`config.mk`:
```
export PLATFORM = sky130hd
export DESIGN_NAME = dcr_regs
export DESIGN_NICKNAME = d
export VERILOG_FILES = /design/src/shared/dcr_pkg.sv /design/src/design/dcr_sync2.sv /design/src/design/dcr_ring_timer.sv /design/src/design/dcr_regs.sv
export SDC_FILE = /design/constraint.sdc
export NUM_CORES = 1
export LEC_CHECK = 0
export BUFFER_PORTS_ARGS = -buffer_cell sky130_fd_sc_hd__clkbuf_2
export CORE_UTILIZATION = 54
export DETAILED_ROUTE_END_ITERATION = 16
export GPL_ROUTABILITY_DRIVEN = 0
export PLACE_DENSITY = 0.89
export SYNTH_ARGS = -nofsm -noshare
export SYNTH_HDL_FRONTEND = slang
export SYNTH_SLANG_ARGS = --single-unit
```
`constraint.sdc`:
```
create_clock -name core_clk_i -period 2.55 [get_ports core_clk_i]
set_input_delay 0.51 -clock core_clk_i [delete_from_list [all_inputs] [get_ports core_clk_i]]
set_output_delay 0.51 -clock core_clk_i [all_outputs]
set_load 0.01 [all_outputs]
```
`src/shared/dcr_pkg.sv`:
```
/*
 * Constants for the line interface control register bank (registers 1-5):
 * register indices, field positions, reset values, ring hold timing.
 * Assumes a single 40 MHz core clock shared by every user of the package.
 */
// Functional notes
// - Writing one to control_one bit 7 restores every register to reset.
// - The soft reset bit clears itself; reads of it always return zero.
// - control_one bit 1 drives isolation digital loopback on or off.
// - Word mode zero: 15-bit words, word LSB requests a secondary frame.
// - Word mode one: 16-bit words, secondary frame requests are not honoured.
// - Word mode bit is sticky against writes; only reset clears it.
// - control_two bit 3 drives external analog loopback on or off.
// - control_two bit 1 connects the hybrid into the transmit path.
// - control_two bit 0 enables the receive path.
// - Ring indicator sets on ring, clears 4.5 s after positive ring or on off-hook with no ring present.
// - Negative ring flag follows the negative ring signal on the line.
// - Off-hook bit one takes the line side off-hook, zero leaves it on-hook.
package dcr_pkg;
   localparam int unsigned ADDR_W = 5;
   localparam int unsigned DATA_W = 8;
   localparam int unsigned WORD_W = 16;

   localparam logic [4:0] ADDR_CONTROL_ONE = 5'h01;
   localparam logic [4:0] ADDR_CONTROL_TWO = 5'h02;
   localparam logic [4:0] ADDR_RESERVED_THREE = 5'h03;
   localparam logic [4:0] ADDR_RESERVED_FOUR = 5'h04;
   localparam logic [4:0] ADDR_LINE_CONTROL_STATUS = 5'h05;

   // control_one fields
   localparam int unsigned BIT_SOFT_RESET = 7;
   localparam int unsigned BIT_ISO_LOOPBACK = 1;
   localparam int unsigned BIT_WORD_MODE = 0;
   // control_two fields
   localparam int unsigned BIT_ANALOG_LOOPBACK = 3;
   localparam int unsigned BIT_HYBRID = 1;
   localparam int unsigned BIT_RX_ENABLE = 0;
   // line_control_status fields
   localparam int unsigned BIT_RING_NEG = 6;
   localparam int unsigned BIT_RING_POS = 5;
   localparam int unsigned BIT_ONHOOK_MON = 3;
   localparam int unsigned BIT_RING_IND = 2;
   localparam int unsigned BIT_OFF_HOOK = 0;

   localparam logic [7:0] RST_CONTROL_ONE = 8'h00;
   localparam logic [7:0] RST_CONTROL_TWO = 8'h03;
   localparam logic [7:0] RST_LINE_CONTROL_STATUS = 8'h00;
   localparam logic [7:0] READ_ZERO = 8'h00;

   localparam int unsigned CLK_HZ = 40_000_000;
   // Ring indicator hold window is 4.5 to 9 s; the short end is used
   localparam int unsigned RING_HOLD_MS = 4500;
   localparam int unsigned RING_HOLD_CYC = RING_HOLD_MS * (CLK_HZ / 1000);
   localparam int unsigned RING_CNT_W = 28;
endpackage : dcr_pkg

```
`src/design/dcr_sync2.sv`:
```
/*
 * Two-stage synchroniser for level signals arriving from the line side.
 * Assumes the inputs are quasi-static levels; no pulse stretching is done.
 */
`timescale 1ns/1ps
module dcr_sync2 #(
   parameter int unsigned WIDTH = 2
) (
   input wire logic core_clk_i,
   input wire logic rst_n_i,
   input wire logic [WIDTH-1:0] async_i,
   output logic [WIDTH-1:0] sync_o
);
   logic [WIDTH-1:0] meta;

   always_ff @(posedge core_clk_i or negedge rst_n_i)
   begin
      if (!rst_n_i)
      begin
         meta <= '0;
         sync_o <= '0;
      end
      else
      begin
         meta <= async_i;
         sync_o <= meta;
      end
   end
endmodule // dcr_sync2

```
`src/design/dcr_ring_timer.sv`:
```
/*
 * Ring indicator with hold timer. Sets while a ring is present, clears
 * once HOLD_CYC cycles with no ring at all pass after the last positive ring, or on going off-hook with no ring present.
 * Assumes ring inputs are already synchronised to core_clk_i.
 */
`timescale 1ns/1ps
module dcr_ring_timer
   import dcr_pkg::*;
#(
   parameter int unsigned HOLD_CYC = RING_HOLD_CYC
) (
   input wire logic core_clk_i,
   input wire logic rst_n_i,
   input wire logic soft_clr_i,
   input wire logic ring_pos_i,
   input wire logic ring_neg_i,
   input wire logic offhook_rise_i,
   output logic ring_ind_o
);
   logic [RING_CNT_W-1:0] hold_cnt;
   logic [RING_CNT_W-1:0] next_hold_cnt;
   logic next_ring_ind;
   logic [RING_CNT_W-1:0] hold_last;

   assign hold_last = RING_CNT_W'(HOLD_CYC - 1);

   always_comb
   begin
      next_ring_ind = ring_ind_o;
      next_hold_cnt = hold_cnt;
      if (soft_clr_i)
      begin
         next_ring_ind = 1'b0;
         next_hold_cnt = '0;
      end
      else if (ring_pos_i || ring_neg_i)
      begin
         // A ring in the off-hook cycle still wins over the clear
         next_ring_ind = 1'b1;
         if (ring_pos_i)
            next_hold_cnt = '0;
      end
      else if (offhook_rise_i)
      begin
         next_ring_ind = 1'b0;
         next_hold_cnt = '0;
      end
      else if (ring_ind_o)
      begin
         if (hold_cnt == hold_last)
         begin
            next_ring_ind = 1'b0;
            next_hold_cnt = '0;
         end
         else
            next_hold_cnt = hold_cnt + 1'b1;
      end
   end

   always_ff @(posedge core_clk_i or negedge rst_n_i)
   begin
      if (!rst_n_i)
      begin
         ring_ind_o <= 1'b0;
         hold_cnt <= '0;
      end
      else
      begin
         ring_ind_o <= next_ring_ind;
         hold_cnt <= next_hold_cnt;
      end
   end
endmodule // dcr_ring_timer

```
`src/design/dcr_regs.sv`:
```
/*
 * Control and status register bank, registers 1 to 5, of the system-side
 * line interface module. Register access arrives as decoded single-cycle
 * read and write strobes from the serial port framer; line-side ring
 * status arrives asynchronously and is synchronised here. Serial data
 * words pass through with word-mode formatting applied.
 * Assumes the framer and serial data logic run on core_clk_i.
 */
`timescale 1ns/1ps
module dcr_regs
   import dcr_pkg::*;
#(
   parameter int unsigned HOLD_CYC = RING_HOLD_CYC
) (
   input wire logic core_clk_i,
   input wire logic rst_n_i,
   input wire logic reg_wr_i,
   input wire logic reg_rd_i,
   input wire logic [ADDR_W-1:0] reg_addr_i,
   input wire logic [DATA_W-1:0] reg_wdata_i,
   output logic [DATA_W-1:0] reg_rdata_o,
   output logic reg_rvalid_o,
   input wire logic ring_pos_line_i,
   input wire logic ring_neg_line_i,
   input wire logic [WORD_W-1:0] word_i,
   input wire logic word_valid_i,
   output logic [WORD_W-1:0] word_o,
   output logic word_valid_o,
   output logic secondary_frame_req_o,
   output logic isolation_digital_loopback_o,
   output logic serial_word_mode_o,
   output logic analog_loopback_enable_o,
   output logic hybrid_connect_o,
   output logic receive_path_enable_o,
   output logic onhook_line_monitor_o,
   output logic off_hook_o
);
   // Stored fields
   logic iso_lb;
   logic word_mode;
   logic analog_lb;
   logic hybrid;
   logic rx_en;
   logic onhook_mon;
   logic off_hook;
   logic next_iso_lb;
   logic next_word_mode;
   logic next_analog_lb;
   logic next_hybrid;
   logic next_rx_en;
   logic next_onhook_mon;
   logic next_off_hook;
   logic soft_reset;

   logic [DATA_W-1:0] next_rdata;
   logic next_rvalid;
   logic [WORD_W-1:0] next_word;
   logic next_word_valid;
   logic next_sec_req;

   logic [1:0] ring_sync;
   logic ring_pos;
   logic ring_neg;
   logic ring_ind;
   logic offhook_rise;

   logic wr_one;
   logic wr_two;
   logic wr_five;

   dcr_sync2 #(
      .WIDTH(2)
   ) u_ring_sync (
      .core_clk_i(core_clk_i),
      .rst_n_i(rst_n_i),
      .async_i({ring_neg_line_i, ring_pos_line_i}),
      .sync_o(ring_sync)
   );

   assign ring_pos = ring_sync[0];
   assign ring_neg = ring_sync[1];

   assign wr_one = reg_wr_i && (reg_addr_i == ADDR_CONTROL_ONE);
   assign wr_two = reg_wr_i && (reg_addr_i == ADDR_CONTROL_TWO);
   assign wr_five = reg_wr_i && (reg_addr_i == ADDR_LINE_CONTROL_STATUS);
   // Soft reset is never stored, so it reads back as zero
   assign soft_reset = wr_one && reg_wdata_i[BIT_SOFT_RESET];
   assign offhook_rise = next_off_hook && !off_hook;

   dcr_ring_timer #(
      .HOLD_CYC(HOLD_CYC)
   ) u_ring_timer (
      .core_clk_i(core_clk_i),
      .rst_n_i(rst_n_i),
      .soft_clr_i(soft_reset),
      .ring_pos_i(ring_pos),
      .ring_neg_i(ring_neg),
      .offhook_rise_i(offhook_rise),
      .ring_ind_o(ring_ind)
   );

   // Control field updates
   always_comb
   begin
      next_iso_lb = iso_lb;
      next_word_mode = word_mode;
      next_analog_lb = analog_lb;
      next_hybrid = hybrid;
      next_rx_en = rx_en;
      next_onhook_mon = onhook_mon;
      next_off_hook = off_hook;
      if (soft_reset)
      begin
         // The rest of the resetting write is discarded
         next_iso_lb = RST_CONTROL_ONE[BIT_ISO_LOOPBACK];
         next_word_mode = RST_CONTROL_ONE[BIT_WORD_MODE];
         next_analog_lb = RST_CONTROL_TWO[BIT_ANALOG_LOOPBACK];
         next_hybrid = RST_CONTROL_TWO[BIT_HYBRID];
         next_rx_en = RST_CONTROL_TWO[BIT_RX_ENABLE];
         next_onhook_mon = RST_LINE_CONTROL_STATUS[BIT_ONHOOK_MON];
         next_off_hook = RST_LINE_CONTROL_STATUS[BIT_OFF_HOOK];
      end
      else
      begin
         if (wr_one)
         begin
            next_iso_lb = reg_wdata_i[BIT_ISO_LOOPBACK];
            // Sticky: a write of zero cannot clear it
            next_word_mode = word_mode | reg_wdata_i[BIT_WORD_MODE];
         end
         if (wr_two)
         begin
            next_analog_lb = reg_wdata_i[BIT_ANALOG_LOOPBACK];
            next_hybrid = reg_wdata_i[BIT_HYBRID];
            next_rx_en = reg_wdata_i[BIT_RX_ENABLE];
         end
         if (wr_five)
         begin
            // Ring status bits ignore write data, though going off-hook with no ring present clears the ring indicator
            next_onhook_mon = reg_wdata_i[BIT_ONHOOK_MON];
            next_off_hook = reg_wdata_i[BIT_OFF_HOOK];
         end
      end
   end

   always_ff @(posedge core_clk_i or negedge rst_n_i)
   begin
      if (!rst_n_i)
      begin
         iso_lb <= RST_CONTROL_ONE[BIT_ISO_LOOPBACK];
         word_mode <= RST_CONTROL_ONE[BIT_WORD_MODE];
         analog_lb <= RST_CONTROL_TWO[BIT_ANALOG_LOOPBACK];
         hybrid <= RST_CONTROL_TWO[BIT_HYBRID];
         rx_en <= RST_CONTROL_TWO[BIT_RX_ENABLE];
         onhook_mon <= RST_LINE_CONTROL_STATUS[BIT_ONHOOK_MON];
         off_hook <= RST_LINE_CONTROL_STATUS[BIT_OFF_HOOK];
      end
      else
      begin
         iso_lb <= next_iso_lb;
         word_mode <= next_word_mode;
         analog_lb <= next_analog_lb;
         hybrid <= next_hybrid;
         rx_en <= next_rx_en;
         onhook_mon <= next_onhook_mon;
         off_hook <= next_off_hook;
      end
   end

   assign isolation_digital_loopback_o = iso_lb;
   assign serial_word_mode_o = word_mode;
   assign analog_loopback_enable_o = analog_lb;
   assign hybrid_connect_o = hybrid;
   assign receive_path_enable_o = rx_en;
   assign onhook_line_monitor_o = onhook_mon;
   assign off_hook_o = off_hook;

   // Read path; unmapped and reserved locations answer zero
   always_comb
   begin
      next_rdata = READ_ZERO;
      next_rvalid = reg_rd_i;
      if (reg_rd_i)
      begin
         unique case (reg_addr_i)
            ADDR_CONTROL_ONE:
            begin
               next_rdata[BIT_ISO_LOOPBACK] = iso_lb;
               next_rdata[BIT_WORD_MODE] = word_mode;
            end
            ADDR_CONTROL_TWO:
            begin
               next_rdata[BIT_ANALOG_LOOPBACK] = analog_lb;
               next_rdata[BIT_HYBRID] = hybrid;
               next_rdata[BIT_RX_ENABLE] = rx_en;
            end
            ADDR_LINE_CONTROL_STATUS:
            begin
               next_rdata[BIT_RING_NEG] = ring_neg;
               next_rdata[BIT_RING_POS] = ring_pos;
               next_rdata[BIT_ONHOOK_MON] = onhook_mon;
               next_rdata[BIT_RING_IND] = ring_ind;
               next_rdata[BIT_OFF_HOOK] = off_hook;
            end
            default:
               next_rdata = READ_ZERO;
         endcase
      end
   end

   // Serial word formatting
   always_comb
   begin
      next_word = word_o;
      next_word_valid = word_valid_i;
      next_sec_req = 1'b0;
      if (word_valid_i)
      begin
         if (word_mode)
            next_word = word_i;
         else
         begin
            // LSB is the secondary frame flag, not data
            next_word = {word_i[WORD_W-1:1], 1'b0};
            next_sec_req = word_i[0];
         end
      end
   end

   always_ff @(posedge core_clk_i or negedge rst_n_i)
   begin
      if (!rst_n_i)
      begin
         reg_rdata_o <= READ_ZERO;
         reg_rvalid_o <= 1'b0;
         word_o <= '0;
         word_valid_o <= 1'b0;
         secondary_frame_req_o <= 1'b0;
      end
      else
      begin
         reg_rdata_o <= next_rdata;
         reg_rvalid_o <= next_rvalid;
         word_o <= next_word;
         word_valid_o <= next_word_valid;
         secondary_frame_req_o <= next_sec_req;
      end
   end
endmodule // dcr_regs

```
## After elaboration in Yosys (flattened, before gate mapping)

Cells that the tools add are included.

- Bits in registers: 67
- Input bits: 36
- Output and inout port bits: 34
- Word-level logic and storage cells: 69

- $add $sub $neg: 1
- Eq/ne operators: 5
- Muxes and demuxes: 34
- Bitwise logic cells: 1
- Reductions and logical operators: 12

Operators by type and width:

| kind | number |
|---|---|
| 28-bit 2-to-1 mux | 6 |
| 28-bit by 1-bit adder with 28-bit output (second input constant) | 1 |
| 28-bit equality test (second input constant) | 1 |
| 1-bit 2-to-1 mux | 23 |
| 7-bit 2-to-1 mux | 1 |
| 2-bit nonzero test | 3 |
| 5-bit by 1-bit equality test with 1-bit output (second input constant) | 1 |
| 5-bit by 2-bit equality test with 1-bit output (second input constant) | 1 |
| 5-bit by 3-bit equality test with 1-bit output (second input constant) | 1 |
| 1-bit logical AND | 5 |
| 1-bit one-hot mux with 2 select lines | 2 |
| 4-bit nonzero test | 1 |
| 3-bit != test (second input constant) | 1 |
| 1-bit one-hot mux with 3 select lines | 1 |
| 2-bit 2-to-1 mux | 1 |
| 2-bit AND reduction | 1 |
| 1-bit logical NOT | 1 |
| 1-bit logical OR | 1 |
| 1-bit bitwise OR | 1 |

## Logic depth before layout (Yosys ltp)

- Word-level depth: 8
- Depth in mapped cells: 8
- Depth with buffers taken out: 6

## By module

Synthesis repeated with hierarchy kept, for this count alone.

- Cell total of the unflattened synthesis: 315
- Area, all modules: 3,270.6 um2

By module, submodules not included:

| module | times used | cells an instance | area each (um2) |
|---|---|---|---|
| dcr_ring_timer | 1 | 205 | 1,813.0 |
| dcr_regs | 1 | 106 | 1,357.6 |
| dcr_sync2 | 1 | 4 | 100.1 |

## Worst setup path after synthesis

No wires, ideal clock.

- Path kind: input to register
- From: input reg_addr_i[4]
- To: register u_ring_timer.hold_cnt[8]
- Library setup time: 132 ps
- Arrival time: 1,893 ps
- Required time: 2,418 ps
- Setup slack: 525 ps
- Stages: 6
- Buffers on the path: 2
- Cell sequence: or3_1 nor3_2 o32a_1 clkbuf_2 buf_2 a31oi_1

- Cells in the longest elaborated chain, start to end: 8

RTL lines:

| element | RTL line | source |
|---|---|---|
| start: declaration | dcr_regs.sv:19 | `input wire logic [ADDR_W-1:0] reg_addr_i,` |
| 5-bit by 3-bit equality test with 1-bit output or 5-bit by 1-bit equality test with 1-bit output (tied branches) | dcr_regs.sv:85, dcr_regs.sv:83 |  |
| 1-bit logical AND, on equally long branches | dcr_regs.sv:85, dcr_regs.sv:83 |  |
| 1-bit 2-to-1 mux or 1-bit logical AND (tied branches) | dcr_regs.sv:137, dcr_regs.sv:87 |  |
| 1-bit 2-to-1 mux | dcr_regs.sv:112 | `if (soft_reset)` |
| 1-bit logical AND | dcr_regs.sv:88 | `assign offhook_rise = next_off_hook && !off_hook;` |
| 28-bit 2-to-1 mux | dcr_ring_timer.sv:43 | `else if (offhook_rise_i)` |
| 28-bit 2-to-1 mux | dcr_ring_timer.sv:36 | `else if (ring_pos_i \|\| ring_neg_i)` |
| 28-bit 2-to-1 mux | dcr_ring_timer.sv:31 | `if (soft_clr_i)` |
| end signal: assignment | dcr_ring_timer.sv:70 | `hold_cnt <= next_hold_cnt;` |
| end: declaration | dcr_ring_timer.sv:20 | `logic [RING_CNT_W-1:0] hold_cnt;` |

Parallel ways exist; a longest one is shown, timed or not.
A chain may end at the register's enable or synchronous reset.

## Final worst setup path

- From: register u_ring_timer.hold_cnt[8]
- To: register u_ring_timer.hold_cnt[18]

- Cells in the longest elaborated chain, start to end: 6

RTL lines:

| element | RTL line | source |
|---|---|---|
| 28-bit by 1-bit adder with 28-bit output or 28-bit equality test (tied branches) | dcr_ring_timer.sv:56, dcr_ring_timer.sv:50 |  |
| 28-bit 2-to-1 mux (*) | dcr_ring_timer.sv:50 | `if (hold_cnt == hold_last)` |
| 28-bit 2-to-1 mux (*) | dcr_ring_timer.sv:48 | `else if (ring_ind_o)` |
| 28-bit 2-to-1 mux (*) | dcr_ring_timer.sv:43 |  |
| 28-bit 2-to-1 mux (*) | dcr_ring_timer.sv:36 |  |
| 28-bit 2-to-1 mux (*) | dcr_ring_timer.sv:31 |  |

Mark *: on every way between the ends. The rest lies on a longest branch, timed or not. The select of a mux whose other input is x is not followed.

==> impl_metrics.tcl <==
set metrics [dict create \
    clkLatencyLatePin_ns 0.36 \
    hold_class "in2async" \
    yosysTopAreaCell "dfrtp_1" \
    fin_nets 406 \
    synth_area_leaders "dfrtp_1, a31oi_1, mux2_2" \
    dr_wl_met2_um 3620 \
    vias 2781 \
    placed_cell_area_sq_um 3570 \
    slew_violations 0 \
    leakage_nw 1.74 \
    antenna_cells 0 \
    tritoncts "yes" \
    cts_sinks 65 \
    grt_pass1_wl_um 12200 \
    wl_met3_um 416 \
    synth_area_per_cell_sq_um 10.4 \
    synth_area_sq_um 3140 \
    clockRootBuffer "clkbuf_8" \
    synthArstFlopShare 1.00 \
    yosysSeqAreaShare 0.519 \
    grtUsageTotal 0.259 \
    period_share 0.879 \
    fin_area_sq_um 3750 \
    drt-pass1-iter-count 4 \
    worst_slew_pin_slew_ns 0.635 \
    period_minus_slack_ns 2.24 \
    cp-end-kind "register" \
    final_cell_mix "dfrtp_1, clkbuf_2, a31oi_1" \
    yosys.area.top_type_share 0.502 \
    drc_errors 0 \
    grt_antenna_before_repair 0 \
    ys_warn_count 0 \
    slew_headroom 0.575 \
    r2r-start "u_ring_timer.hold_cnt[8]$_DFFE_PN0P_" \
    synth_seq_cells 65 \
    finClkSkew_ns 0.00910 \
    finalHoldViolCount 0 \
    grt_pass1_vias 2603 \
    row_count 27 \
    totalWireLength_um 7140 \
    grt_max_degree 66 \
    post_cts_buffers 0 \
    start_kind "register" \
    die_x_um 78.3 \
    cts_buffer_depth 2 \
    post_cts_resized 0 \
    status "finished clean" \
    cts_made_buffers 9 \
    viasPerCell 6.24 \
    drv_cap 0 \
    max_freq_mhz 446 \
    overflow 0 \
    path_max_fanout 25 \
    rsz0062_at_grt "no" \
    synth_cells 301 \
    syn_to_final_growth_pct 19.4 \
    drive_above_1_share 0.305 \
    fin_tns_setup_ns 0 \
    yosysUniqueCellTypes 48 \
    power_density_nw_per_um2 587 \
    critPathLaunch "u_ring_timer.hold_cnt[8]$_DFFE_PN0P_" \
    dp_hpwl_um 4810 \
    crit_arrival_ns 2.47 \
    hold_ws_ns 0.163 \
    htreeDepth 3 \
    path_clk_slew_ns 0.08 \
    drt_iter0_drc 193 \
    num_io_pins 70 \
    ir_worst_vdd_uv 421 \
    crit_type "reg2reg" \
    postRouteAntennaNets 0 \
    synth-edff-count 0 \
    die_h_um 78.3 \
    nFillCells 422 \
    top_layer "met4" \
    cp_data_required_time_ns 2.78 \
    start_util 0.567 \
    fp.dieArea_sq_um 6120 \
    cts_hold_buf 0 \
    setup_violations 0 \
    numPortBuffers 63 \
    met1_length_um 2910 \
    wire_per_inst_um 16.0 \
    synthFlopType "dfrtp_1" \
    coreArea_sq_um 5540 \
]
==> cell families (layout without fill, tap and decap cells) <==
logic type	Yosys count	after routing	synth area share
simple gates	121	121	0.225
compound gates	69	69	0.150
flops	65	65	0.519
buf+inv	27	99	0.0406
mux	17	17	0.0606
fa+ha+maj	1	1	0.00398
other cells	1	2	0.00119
==> cell usage after synthesis (6+ instances only) <==
cell type   n
inv_1       8
clkbuf_1   10
nand2_1    21
mux2_2     16
and3_1     15
dfrtp_1    63
nand3b_1   14
nand4_1    12
a31oi_1    37
nand3_1    19
nor2_1     11
a41oi_1     6
==> final cells by class <==
type | count | area (sq um) | share of cell area
clock buffer | 10 | 138 | 0.0367
inverter | 8 | 30.0 | 0.00801
timing repair buffer | 75 | 418 | 0.111
clock inverter | 6 | 43.8 | 0.0117
multi-input combinational | 210 | 1400 | 0.374
tap | 72 | 90.1 | 0.0240
sequential | 65 | 1630 | 0.434
==> power breakdown <==
group | switching (mW) | internal (mW) | total [mW]
Sequential | 0.0494 | 1.10 | 1.15
Clock | 0.410 | 0.379 | 0.789
Combinational | 0.147 | 0.116 | 0.263
==> worst paths after layout <==
check	endpoint	slack [ns]	depth (start not counted)
max in group asynchronous	hybrid_connect_o$_DFFE_PN1P_	2.08	2
setup / recovery	u_ring_timer.hold_cnt[18]$_DFFE_PN0P_	0.31	6
setup reg to reg	u_ring_timer.hold_cnt[18]$_DFFE_PN0P_	0.31	6
hold / removal	word_o[15]$_DFFE_PN0P_	0.16	2
hold reg to reg	u_ring_sync.sync_o[1]$_DFF_PN0_	0.35	0
min in group core_clk_i	u_ring_sync.meta[0]$_DFF_PN0_	0.26	1
==> worst max-delay path: stages (launching register included) <==
cell	delay, ns
dfrtp_1	0.47
or4b_1	0.55
nor4_2	0.35
a311oi_4	0.17
buf_4	0.25
a41oi_1	0.25
a31oi_1	0.06
==> metal layers <==
layer,track usage,vias up
li1,-,1289
met1,0.312,1356
met2,0.427,114
met3,0.0651,22
met4,0.135,0
met5,0,-
==> sequential cells by signal, summed over array words and instances (netlist names) <==
| register | count |
|---|---|
| analog_loopback_enable_o | 1 |
| hybrid_connect_o | 1 |
| isolation_digital_loopback_o | 1 |
| off_hook_o | 1 |
| onhook_line_monitor_o | 1 |
| receive_path_enable_o | 1 |
| reg_rdata_o | 6 |
| reg_rvalid_o | 1 |
| secondary_frame_req_o | 1 |
| serial_word_mode_o | 1 |
| u_ring_sync.meta | 2 |
| u_ring_sync.sync_o | 2 |
| u_ring_timer.hold_cnt | 28 |
| u_ring_timer.ring_ind_o | 1 |
| word_o | 16 |
| word_valid_o | 1 |
==> through the flow <==
step	setup slack [ns]	total power, mW	utilization	instances
2_1_floorplan	0.525	1.30	-	302
3_3_place_gp	0.394	1.42	0.644	430
3_5_place_dp	0.374	1.43	0.644	430
4_1_cts	0.314	2.22	0.677	446
5_1_grt	0.229	2.31	0.677	446
6_report	0.309	2.20	0.677	446
Power figures use the tool's default switching activity.
